File: config.mk
export PLATFORM = sky130hd
export DESIGN_NAME = osasc_ctrl
export DESIGN_NICKNAME = d
export VERILOG_FILES = /design/src/osasc_pkg.sv /design/src/osasc_ctrl.sv
export VERILOG_INCLUDE_DIRS = /design/src
export SDC_FILE = /design/constraint.sdc
export NUM_CORES = 1
export LEC_CHECK = 0
export ABC_AREA = 1
export BUFFER_PORTS_ARGS = -buffer_cell sky130_fd_sc_hd__buf_4
export CORE_UTILIZATION = 45
export CTS_BUF_LIST = sky130_fd_sc_hd__clkbuf_8
export CTS_CLUSTER_SIZE = 40
export DETAILED_ROUTE_END_ITERATION = 16
export PLACE_DENSITY = 0.6
export REMOVE_ABC_BUFFERS = 1
export SYNTH_ARGS = -nofsm -noshare
export SYNTH_HDL_FRONTEND = slang
export SYNTH_SLANG_ARGS = --single-unit
File: constraint.sdc
create_clock -name sys_clk -period 5.11 [get_ports sys_clk]
set_input_delay 0.511 -clock sys_clk [delete_from_list [all_inputs] [get_ports sys_clk]]
set_output_delay 0.511 -clock sys_clk [all_outputs]
set_load 0.02 [all_outputs]
File: src/osasc_regs.svh
`ifndef OSASC_REGS_SVH
`define OSASC_REGS_SVH

`define OSASC_CTRL_BITS     8
`define OSASC_CH_HI         5
`define OSASC_CH_LO         3
`define OSASC_CH_RESET      3'h0
`define OSASC_RESULT_BITS   12
`define OSASC_FIFO_DEPTH    16
`define OSASC_EDGE_FIRST    4'h0
`define OSASC_EDGE_HOLD     4'h3
`define OSASC_EDGE_DATA     4'h4
`define OSASC_EDGE_LAST     4'hf
`define OSASC_RISE_LAST     4'h7

`endif

File: src/osasc_pkg.sv
package osasc_pkg;

  typedef enum logic [1:0] {
    ST_OFF   = 2'b00,
    ST_TRACK = 2'b01,
    ST_HOLD  = 2'b10
  } osasc_mode_t;

  typedef struct packed {
    logic cs_n;
    logic sclk;
    logic din;
  } osasc_pins_t;

endpackage

File: src/osasc_ctrl.sv
`timescale 1ns/100ps
`include "osasc_regs.svh"

// ---------------------------------------------------------------
// Result buffer
// ---------------------------------------------------------------
module osasc_fifo #(
  parameter int WIDTH = 12,
  parameter int DEPTH = 16
) (
  input  wire logic             clk,
  input  wire logic             rst_n,
  input  wire logic             in_valid,
  output logic                  in_ready,
  input  wire logic [WIDTH-1:0] in_data,
  output logic                  out_valid,
  input  wire logic             out_ready,
  output logic      [WIDTH-1:0] out_data
);
  localparam int AW = $clog2(DEPTH);

  logic [WIDTH-1:0] mem [DEPTH];
  logic [AW-1:0]    wr_ptr_reg;
  logic [AW-1:0]    rd_ptr_reg;
  logic [AW:0]      count_reg;
  logic [AW:0]      count_next;
  logic             push;
  logic             pop;

  assign push       = in_valid && in_ready;
  assign pop        = out_valid && out_ready;
  assign count_next = count_reg + {{AW{1'b0}}, push} - {{AW{1'b0}}, pop};
  assign out_data   = mem[rd_ptr_reg];

  always_ff @(posedge clk) begin
    if (push) begin
      mem[wr_ptr_reg] <= in_data;
    end
  end

  always_ff @(posedge clk or negedge rst_n) begin
    if (!rst_n) begin
      wr_ptr_reg <= '0;
      rd_ptr_reg <= '0;
    end else begin
      if (push) begin
        wr_ptr_reg <= wr_ptr_reg + AW'(1);
      end
      if (pop) begin
        rd_ptr_reg <= rd_ptr_reg + AW'(1);
      end
    end
  end

  // Flags are flopped so the upstream ready comes straight from a register
  always_ff @(posedge clk or negedge rst_n) begin
    if (!rst_n) begin
      count_reg <= '0;
      in_ready  <= 1'b1;
      out_valid <= 1'b0;
    end else begin
      count_reg <= count_next;
      in_ready  <= (count_next != DEPTH[AW:0]);
      out_valid <= (count_next != '0);
    end
  end
endmodule // osasc_fifo

// ---------------------------------------------------------------
// Serial interface and conversion sequencer
// ---------------------------------------------------------------
module osasc_ctrl (
  input  wire logic                             sys_clk,
  input  wire logic                             rst_n,
  input  wire logic                             cs_n,
  input  wire logic                             sclk,
  input  wire logic                             din,
  output logic                                  dout,
  output logic                                  dout_oe,
  output osasc_pkg::osasc_mode_t                conv_mode,
  output logic [2:0]                            chan_sel,
  output logic                                  conv_start,
  input  wire logic                             res_valid,
  output logic                                  res_ready,
  input  wire logic [`OSASC_RESULT_BITS-1:0]    res_data
);
  import osasc_pkg::*;

  osasc_pins_t                   pins_meta;
  osasc_pins_t                   pins_sync;
  osasc_pins_t                   pins_prev;
  osasc_mode_t                   mode_reg;
  logic [3:0]                    fe_cnt_reg;
  logic [3:0]                    re_cnt_reg;
  logic [`OSASC_CTRL_BITS-2:0]   ctrl_sr_reg;
  logic [2:0]                    next_ch_reg;
  logic [2:0]                    chan_sel_reg;
  logic [`OSASC_RESULT_BITS-1:0] res_sr_reg;
  logic                          dout_reg;
  logic                          dout_oe_reg;
  logic                          conv_start_reg;
  logic                          fe_evt;
  logic                          re_evt;
  logic                          cs_fall;
  logic                          pop;
  logic                          fifo_valid;
  logic [`OSASC_RESULT_BITS-1:0] fifo_data;
  logic [2:0]                    ctrl_addr;

  // ---------------------------------------------------------------
  // Pin synchronisers
  // ---------------------------------------------------------------
  always_ff @(posedge sys_clk or negedge rst_n) begin
    if (!rst_n) begin
      pins_meta <= '{cs_n: 1'b1, sclk: 1'b0, din: 1'b0};
      pins_sync <= '{cs_n: 1'b1, sclk: 1'b0, din: 1'b0};
      pins_prev <= '{cs_n: 1'b1, sclk: 1'b0, din: 1'b0};
    end else begin
      pins_meta <= '{cs_n: cs_n, sclk: sclk, din: din};
      pins_sync <= pins_meta;
      pins_prev <= pins_sync;
    end
  end

  // Chip select falling with clock low counts as a falling edge
  assign cs_fall = pins_prev.cs_n && !pins_sync.cs_n;
  assign fe_evt  = !pins_sync.cs_n &&
                   ((pins_prev.sclk && !pins_sync.sclk) ||
                    (cs_fall && !pins_sync.sclk));
  assign re_evt  = !pins_sync.cs_n && !pins_prev.sclk && pins_sync.sclk;
  assign pop     = fe_evt && (fe_cnt_reg == `OSASC_EDGE_DATA) && fifo_valid;
  assign ctrl_addr = ctrl_sr_reg[`OSASC_CH_HI-1:`OSASC_CH_LO-1];

  // ---------------------------------------------------------------
  // Edge counters
  // ---------------------------------------------------------------
  always_ff @(posedge sys_clk or negedge rst_n) begin
    if (!rst_n) begin
      fe_cnt_reg <= 4'h0;
      re_cnt_reg <= 4'h0;
    end else if (pins_sync.cs_n) begin
      fe_cnt_reg <= 4'h0;
      re_cnt_reg <= 4'h0;
    end else begin
      if (fe_evt) begin
        fe_cnt_reg <= fe_cnt_reg + 4'h1;
      end
      if (re_evt) begin
        re_cnt_reg <= re_cnt_reg + 4'h1;
      end
    end
  end

  // ---------------------------------------------------------------
  // Track / hold / power-down sequencer
  // ---------------------------------------------------------------
  always_ff @(posedge sys_clk or negedge rst_n) begin
    if (!rst_n) begin
      mode_reg <= ST_OFF;
    end else if (pins_sync.cs_n) begin
      mode_reg <= ST_OFF;
    end else if (fe_evt) begin
      case (mode_reg)
        ST_OFF: begin
          mode_reg <= ST_TRACK;
        end
        ST_TRACK: begin
          if (fe_cnt_reg == `OSASC_EDGE_HOLD) begin
            mode_reg <= ST_HOLD;
          end
        end
        ST_HOLD: begin
          if (fe_cnt_reg == `OSASC_EDGE_LAST) begin
            mode_reg <= ST_OFF;
          end
        end
        default: begin
          mode_reg <= ST_OFF;
        end
      endcase
    end
  end

  always_ff @(posedge sys_clk or negedge rst_n) begin
    if (!rst_n) begin
      conv_start_reg <= 1'b0;
    end else begin
      conv_start_reg <= fe_evt && (fe_cnt_reg == `OSASC_EDGE_HOLD);
    end
  end

  // ---------------------------------------------------------------
  // Control byte capture
  // ---------------------------------------------------------------
  always_ff @(posedge sys_clk or negedge rst_n) begin
    if (!rst_n) begin
      ctrl_sr_reg <= '0;
      next_ch_reg <= `OSASC_CH_RESET;
    end else if (re_evt && (re_cnt_reg <= `OSASC_RISE_LAST)) begin
      ctrl_sr_reg <= {ctrl_sr_reg[`OSASC_CTRL_BITS-3:0],
                      pins_sync.din};
      if (re_cnt_reg == `OSASC_RISE_LAST) begin
        // Only bits 5..3 are kept; the other five never reach logic
        next_ch_reg <= ctrl_addr;
      end
    end
  end

  // Address takes effect at the first fall of the next conversion
  always_ff @(posedge sys_clk or negedge rst_n) begin
    if (!rst_n) begin
      chan_sel_reg <= `OSASC_CH_RESET;
    end else if (fe_evt && (fe_cnt_reg == `OSASC_EDGE_FIRST)) begin
      chan_sel_reg <= next_ch_reg;
    end
  end

  // ---------------------------------------------------------------
  // Result shifter
  // ---------------------------------------------------------------
  always_ff @(posedge sys_clk or negedge rst_n) begin
    if (!rst_n) begin
      dout_reg   <= 1'b0;
      res_sr_reg <= '0;
    end else if (fe_evt) begin
      if (fe_cnt_reg < `OSASC_EDGE_DATA) begin
        dout_reg <= 1'b0;
      end else if (fe_cnt_reg == `OSASC_EDGE_DATA) begin
        // An empty buffer yields zeros rather than a stale word
        dout_reg   <= fifo_valid && fifo_data[`OSASC_RESULT_BITS-1];
        res_sr_reg <= fifo_valid ? {fifo_data[`OSASC_RESULT_BITS-2:0], 1'b0}
                                 : '0;
      end else begin
        dout_reg   <= res_sr_reg[`OSASC_RESULT_BITS-1];
        res_sr_reg <= {res_sr_reg[`OSASC_RESULT_BITS-2:0], 1'b0};
      end
    end
  end

  always_ff @(posedge sys_clk or negedge rst_n) begin
    if (!rst_n) begin
      dout_oe_reg <= 1'b0;
    end else begin
      dout_oe_reg <= !pins_sync.cs_n;
    end
  end

  osasc_fifo #(
    .WIDTH (`OSASC_RESULT_BITS),
    .DEPTH (`OSASC_FIFO_DEPTH)
  ) u_fifo (
    .clk       (sys_clk),
    .rst_n     (rst_n),
    .in_valid  (res_valid),
    .in_ready  (res_ready),
    .in_data   (res_data),
    .out_valid (fifo_valid),
    .out_ready (pop),
    .out_data  (fifo_data)
  );

  assign dout       = dout_reg;
  assign dout_oe    = dout_oe_reg;
  assign conv_mode  = mode_reg;
  assign chan_sel   = chan_sel_reg;
  assign conv_start = conv_start_reg;
endmodule // osasc_ctrl

# Yosys cells after proc, flatten, opt, wreduce, memory -nomap -nowiden
# Memory sizes are Yosys's and may differ from the RTL's.
# Cells that the tools add are included.
word_totals:
  mem_bits_rw: 192
  word_cells: 83
  output_inout_bits: 9
  mem_count: 1
  input_bits: 18
  reg_bits: 59
classes:
  n_addsub: 6
  n_lt_le_gt_ge: 2
  n_reduce_logical: 26
  n_eq_ne: 9
  mux: 15
  n_bitwise: 1
memory_table:
  columns: ["memory", "depth", "word_bits", "rd", "rd_ports_with_merged_regs", "wr", "line_no", "rtl"]
  rows:
  - ["u_fifo.mem", 16, 12, 1, 0, 1, "osasc_ctrl.sv:22", "logic [WIDTH-1:0] mem [DEPTH];"]
ops:
  columns: ["operator", "count"]
  rows:
  - ["$mux W12", 2]
  - ["$add A4 B1 Y4 const B", 4]
  - ["$mux W4", 4]
  - ["$logic_and A1 B1 Y1", 14]
  - ["$eq A4 B3 Y1 const B", 2]
  - ["$mux W2", 4]
  - ["$ne A3 B3 Y1 const B", 2]
  - ["$pmux W2 S3", 1]
  - ["$add A5 B1 Y5", 1]
  - ["$ne A5 B5 Y1 const B", 1]
  - ["$reduce_bool A5 Y1", 1]
  - ["$sub A5 B1 Y5", 1]
  - ["$eq A4 B2 Y1 const B", 1]
  - ["$eq A4 B4 Y1 const B", 1]
  - ["$le A4 B3 Y1 const B", 1]
  - ["$logic_not A4 Y1", 1]
  - ["$lt A4 B3 Y1 const B", 1]
  - ["$mux W1", 4]
  - ["$reduce_and A2 Y1", 2]
  - ["$reduce_bool A2 Y1", 2]
  - ["$logic_not A1 Y1", 3]
  - ["$reduce_and A3 Y1", 1]
  - ["$eq A2 B1 Y1 const B", 1]
  - ["$eq A2 B2 Y1 const B", 1]
  - ["other kinds (3)", 3]

# Longest topological paths before layout
depth:
  depth_word: 10
  ltp_mapped: 16
  depth_no_buf: 15

# Modules after synthesis
# From an unflattened synthesis, not the netlist that was laid out.
unflattened:
  cells_unflattened: 1107
  area_unflattened_um2: 11006.8
modules_own_cells:
  columns: ["mod", "area_per_inst_um2", "seq_area_each_um2", "n_inst", "cells_per_inst"]
  rows:
  - ["osasc_fifo", 9086.2, 6142.1, 1, 875]
  - ["osasc_ctrl", 1920.6, 1079.8, 1, 232]

# Worst setup path after synthesis
# No wires, ideal clock.
synth_path:
  path_kind: "reg2reg"
  start: "register fe_cnt_reg[0]"
  end: "register u_fifo.out_valid"
  path_slack_ns: 2.391
  path_stages_with_launch: 16
  setup_ns: 0.130
  path_buffers: 1
  period_less_slack_ns: 2.719
  required_ns: 4.980
  arrival_ns: 2.589
  path_cell_list: "dfrtp_1 inv_1 ha_1 nand3_2 inv_1 nand2_1 nor2_4 buf_6 ha_1 inv_1 ha_1 inv_1 fa_1 o21ai_0 xor2_1 nand3b_1"
synth_via:
  elab_chain_len: 6
synth_lines:
  columns: ["element", "line_no", "rtl"]
  rows:
  - ["start: declaration", "osasc_ctrl.sv:93", "logic [3:0] fe_cnt_reg;"]
  - ["start signal: assignment", "osasc_ctrl.sv:146", "fe_cnt_reg <= fe_cnt_reg + 4'h1;"]
  - ["$eq A4 B3 Y1 (no line)", null, null]
  - ["$logic_and A1 B1 Y1 (2 in series)", "osasc_ctrl.sv:131", "assign pop = fe_evt && (fe_cnt_reg == `OSASC_EDGE_DATA) && fifo_valid;"]
  - ["$logic_and A1 B1 Y1", "osasc_ctrl.sv:31", "assign pop = out_valid && out_ready;"]
  - ["named net u_fifo.pop", "osasc_ctrl.sv:28", "logic pop;"]
  - ["$sub A5 B1 Y5", "osasc_ctrl.sv:32", "assign count_next = count_reg + {{AW{1'b0}}, push} - {{AW{1'b0}}, pop};"]
  - ["named net u_fifo.count_next[4]", "osasc_ctrl.sv:26", "logic [AW:0] count_next;"]
  - ["$reduce_bool A5 Y1", "osasc_ctrl.sv:64", "out_valid <= (count_next != '0);"]
  - ["end signal: assignment", "osasc_ctrl.sv:64", null]
  - ["end: declaration", "osasc_ctrl.sv:16", "output logic out_valid,"]
# The timed path passes the listed nets, and every way through them passes these cells.
# A chain may end at the register's enable or synchronous reset.

# Worst setup path after layout
layout_path:
  start: "register pins_sync[2] in the netlist's numbering"
  end: "register u_fifo.out_valid"
layout_via:
  elab_chain_len: 10
layout_lines:
  columns: ["element", "line_no", "rtl"]
  rows:
  - ["start: declaration", "osasc_ctrl.sv:90", "osasc_pins_t pins_sync;"]
  - ["start signal: assignment", "osasc_ctrl.sv:116", "pins_sync <= '{cs_n: 1'b1, sclk: 1'b0, din: 1'b0};"]
  - ["start signal: assignment", "osasc_ctrl.sv:120", "pins_sync <= pins_meta;"]
  - ["$logic_not A1 Y1 *", "osasc_ctrl.sv:126, osasc_ctrl.sv:127", null]
  - ["$logic_and A1 B1 Y1", "osasc_ctrl.sv:126", "assign cs_fall = pins_prev.cs_n && !pins_sync.cs_n;"]
  - ["$logic_and A1 B1 Y1", "osasc_ctrl.sv:129", "(cs_fall && !pins_sync.sclk));"]
  - ["$logic_or A1 B1 Y1", "osasc_ctrl.sv:128", "((pins_prev.sclk && !pins_sync.sclk) ||"]
  - ["$logic_and A1 B1 Y1 *", "osasc_ctrl.sv:127", "assign fe_evt = !pins_sync.cs_n &&"]
  - ["$logic_and A1 B1 Y1 * (2 in series)", "osasc_ctrl.sv:131", null]
  - ["$logic_and A1 B1 Y1 *", "osasc_ctrl.sv:31", null]
  - ["$sub A5 B1 Y5 *", "osasc_ctrl.sv:32", null]
  - ["named net u_fifo.count_next[4]", "osasc_ctrl.sv:26", null]
  - ["$reduce_bool A5 Y1 *", "osasc_ctrl.sv:64", null]
# Mark *: on every way through the listed nets, which the timed path passes. The rest lies on a longest branch.

==> results by group <==
STA
  • Setup TNS Final: 0 ns
  • Fin Hold WS: 0.00805 ns
  • RSZ-0062 raised after global routing: false
  • Final WS setup: 1.99 ns
  • Tcrit/Tclk final: 61.1%
  • Max frequency: roughly 320 MHz
  • Fin. Hold Viols: 0
  • Max Clock Skew: 0.0359 ns
  • Post-layout min period: 3.12 ns
  • Worst-Margin Slew: approximately 1.1 ns
  • Max-slew violation count: 0
  • Worst rel slew slack: between 20% and 30%
  • Final setup vio count: 0

Logic synthesis
  • Synthesized area per cell: 11.2 sq um
  • Cell accounting for the most synthesized area: edfxtp_1
  • Register bit total from synthesis: 250
  • Post-Syn Area: about 10000 sq um
  • Synthesized instance count: roughly 930
  • Synth top area cells: edfxtp_1 (55%), dfrtp_1 (13%), nand2_1 (6.1%), nand3_1 (3.9%), nor2_1 (3.8%)
  • Syn. warnings: 0
  • Number of flops mapped to enable cells by yosys: 192
  • Post-synth cell types: 38
  • Most used DFF post-synth: edfxtp_1
  • Sequential share of the synthesized area: 69.1%
  • Ys async rst share: 23.2%
  • Top cell type's share of synthesized area: 55.1%

Critical path
  • Reg2Reg Setup Slack: 1.99 ns
  • Cells on worst reg2reg path: 15
  • R2R Path Start: pins_sync[2]$_DFF_PN1_
  • Critical path class: reg -> reg
  • CP endpoint: u_fifo.out_valid$_DFF_PN0_
  • CP Data Arrival Time: approximately 3.6 ns
  • Critical Path Fanout Max: 14
  • CP endpoint kind: flop
  • Crit path from: pins_sync[2]$_DFF_PN1_
  • Reg-to-reg endpoint: u_fifo.out_valid$_DFF_PN0_
  • CP required: approximately 5.6 ns
  • Setup crit start kind: flop

Final layout
  • Final Non-Filler Cells: 1302
  • Number of flip-flops in the largest register: 192
  • Nets: between 1000 and 1500
  • Proportion of layout cells with a drive suffix above 1: between 10 and 15%
  • Fill cells: ~2000
  • Most common cell after layout, fill and taps aside: edfxtp_1
  • Area Overhead vs Synth: 12.2%
  • Antenna fix cells: 0
  • Most frequent cells in the layout: edfxtp_1 (192), nand2_1 (170), inv_1 (115), nor2_1 (107), nand3_1 (81)

Floorplanning
  • Die area: between 20000 and 25000 sq um
  • Chip height: between 150 and 200 microns
  • Starting Density: 46.0%
  • # IOs: 27
  • Core area: ~23000 sq um
  • Die X: 154 microns
  • Rows: 55

Placement
  • RePlAce Congestion: 0.787
  • Pre-CTS setup slack: 1.99 ns
  • Port-buffer cells: 26
  • Cells after DPL: 1223
  • Dpl hpwl: 12.8 mm

Clock network
  • Clock Tree Buf Depth: 3
  • Hold-fix buffers, CTS: 0
  • Setup bufs post-CTS: 0
  • Clock Latency Late Sink: 0.57 ns
  • CTS buffer count: 43
  • Post-CTS sizing: 0
  • CTS tree: yes
  • Root Buffer: clkbuf_8
  • Worst-path clk slew: 0.06 ns
  • Sink Count: 250
  • CTS HTree Levels: 2

Pwr
  • Power Dens Cells: 416 nW/um^2
  • P_int: 3.55 mW
  • Seq pwr share: 52.0%
  • Switching share of power: 27.2%
  • Logic gate share of total power: 13.5%
  • Sw power: 1.32 mW
  • Tot Pwr: 4.88 mW
  • Peak VDD IR: 0.000191 V
  • Leakage: 4.76 nW
  • Clock share of power: about a third

Route
  • Routed len/inst: ~18 microns
  • Final WL: 23.0 mm
  • TritonRoute pass-1 iters: 5
  • Post-DR vias/cell: 5.18
  • DRC: 0
  • Iter 0 DRT Violations: 459
  • Vias: 6743
  • Post-route ant nets: 0

Flow run
  • MaxCap Viol Count: 0

GRT
  • GR Overflow Total: 0
  • Busiest grt layer: met2
  • Largest net degree at the start of global routing: 109
  • GRT met2 Usage: 31.4%
  • Vias in the first global route: roughly 6500
  • Antenna violations before repair: 0
  • M1 GR Usage: 27.4%
  • Met3 usage: 3.64%
  • First-pass GRT wire length: 35.6 mm
  • Total track usage: 19.9%

Worst hold path
  • Hold WC Path Type: in -> async

Status
  • Status: finished, final reports clean
-- metrics by stage --
step / instance area, sq um / util [%]
after floorplan: 10200 / -
after global placement: 10900 / 48.1
after detailed placement: 10900 / 48.1
after CTS: 11700 / 51.7
after global routing: 11700 / 51.7
final: 11700 / 51.7
-- Yosys cell counts (4+ instances only) --
master / n
buf_4: 4
nor2_1: 107
o211ai_1: 22
nand3_1: 81
inv_1: 101
nand2_1: 170
nor3_1: 4
a21oi_1: 26
buf_6: 5
ha_1: 13
dfrtp_1: 54
dfstp_2: 4
o21ai_1: 5
o21ai_0: 80
edfxtp_1: 192
nand4_1: 5
buf_2: 20
clkbuf_1: 8
xor2_1: 7
-- power groups by stage --
stage | Clock (mW) | Combinational [mW] | Sequential [mW]
CTS | 1.73 | 0.668 | 2.54
global route | 1.82 | 0.743 | 2.56
detailed placement | 0 | 0.667 | 2.58
global placement | 0 | 0.649 | 2.57
floorplan | 0 | 0.404 | 2.58
finish | 1.68 | 0.658 | 2.54
-- how the worst min path moves through the flow --
stage	slack, ns	endpoint
finish	0.008	pins_sync[1]$_DFF_PN0_
global route	0.03	pins_meta[1]$_DFF_PN0_
CTS	0.01	res_sr_reg[6]$_DFFE_PN0P_
detailed placement	0.34	pins_sync[0]$_DFF_PN0_
global placement	0.33	pins_sync[0]$_DFF_PN0_
floorplan	0.22	chan_sel[0]$_DFFE_PN0P_
-- cells by family (layout without fill, tap and decap cells) --
| kind of cell | count (synthesis) | after routing | share of synthesized area, % |
|---|---|---|---|
| AOI/OAI and AO/OA | 135 | 135 | 7.01 |
| xor gates and xnor gates | 10 | 10 | 0.838 |
| adders and majority gates | 14 | 14 | 1.75 |
| buffers and inverters | 146 | 230 | 6.03 |
| DFF | 250 | 250 | 69.1 |
| muxes | 4 | 4 | 0.419 |
| and+or+nand+nor | 374 | 374 | 14.9 |
-- area by class of cell --
cell class	count	area, sq um	area share [%]
repair buffers	46	345	2.94
inverters	105	398	3.39
multi-input cells	537	2600	22.2
clock buffers	46	633	5.40
well taps	285	357	3.04
flip-flops and latches	250	7230	61.6
clock inverters	33	170	1.45
-- worst max-delay path, cell delays in order, from the launching register on --
cell      delay, ns
dfstp_2        0.39
inv_1          0.25
nand2_1        0.08
nand2_1        0.09
nand2_2        0.07
nor2_2         0.23
inv_2          0.11
nor2_4         0.27
ha_1           0.28
inv_1          0.05
ha_1           0.15
inv_1          0.05
fa_1           0.39
o21ai_0        0.22
xor2_1         0.24
nand3b_1       0.14
-- routing by layer --
layer  share of wire [%]  vias up
met2                  46      183
met3                 6.0       33
met1                  45     3265
met5                   0        -
met4                 2.1        0
li1                    -     3262
Note: power is estimated with default switching activity, not from simulation.
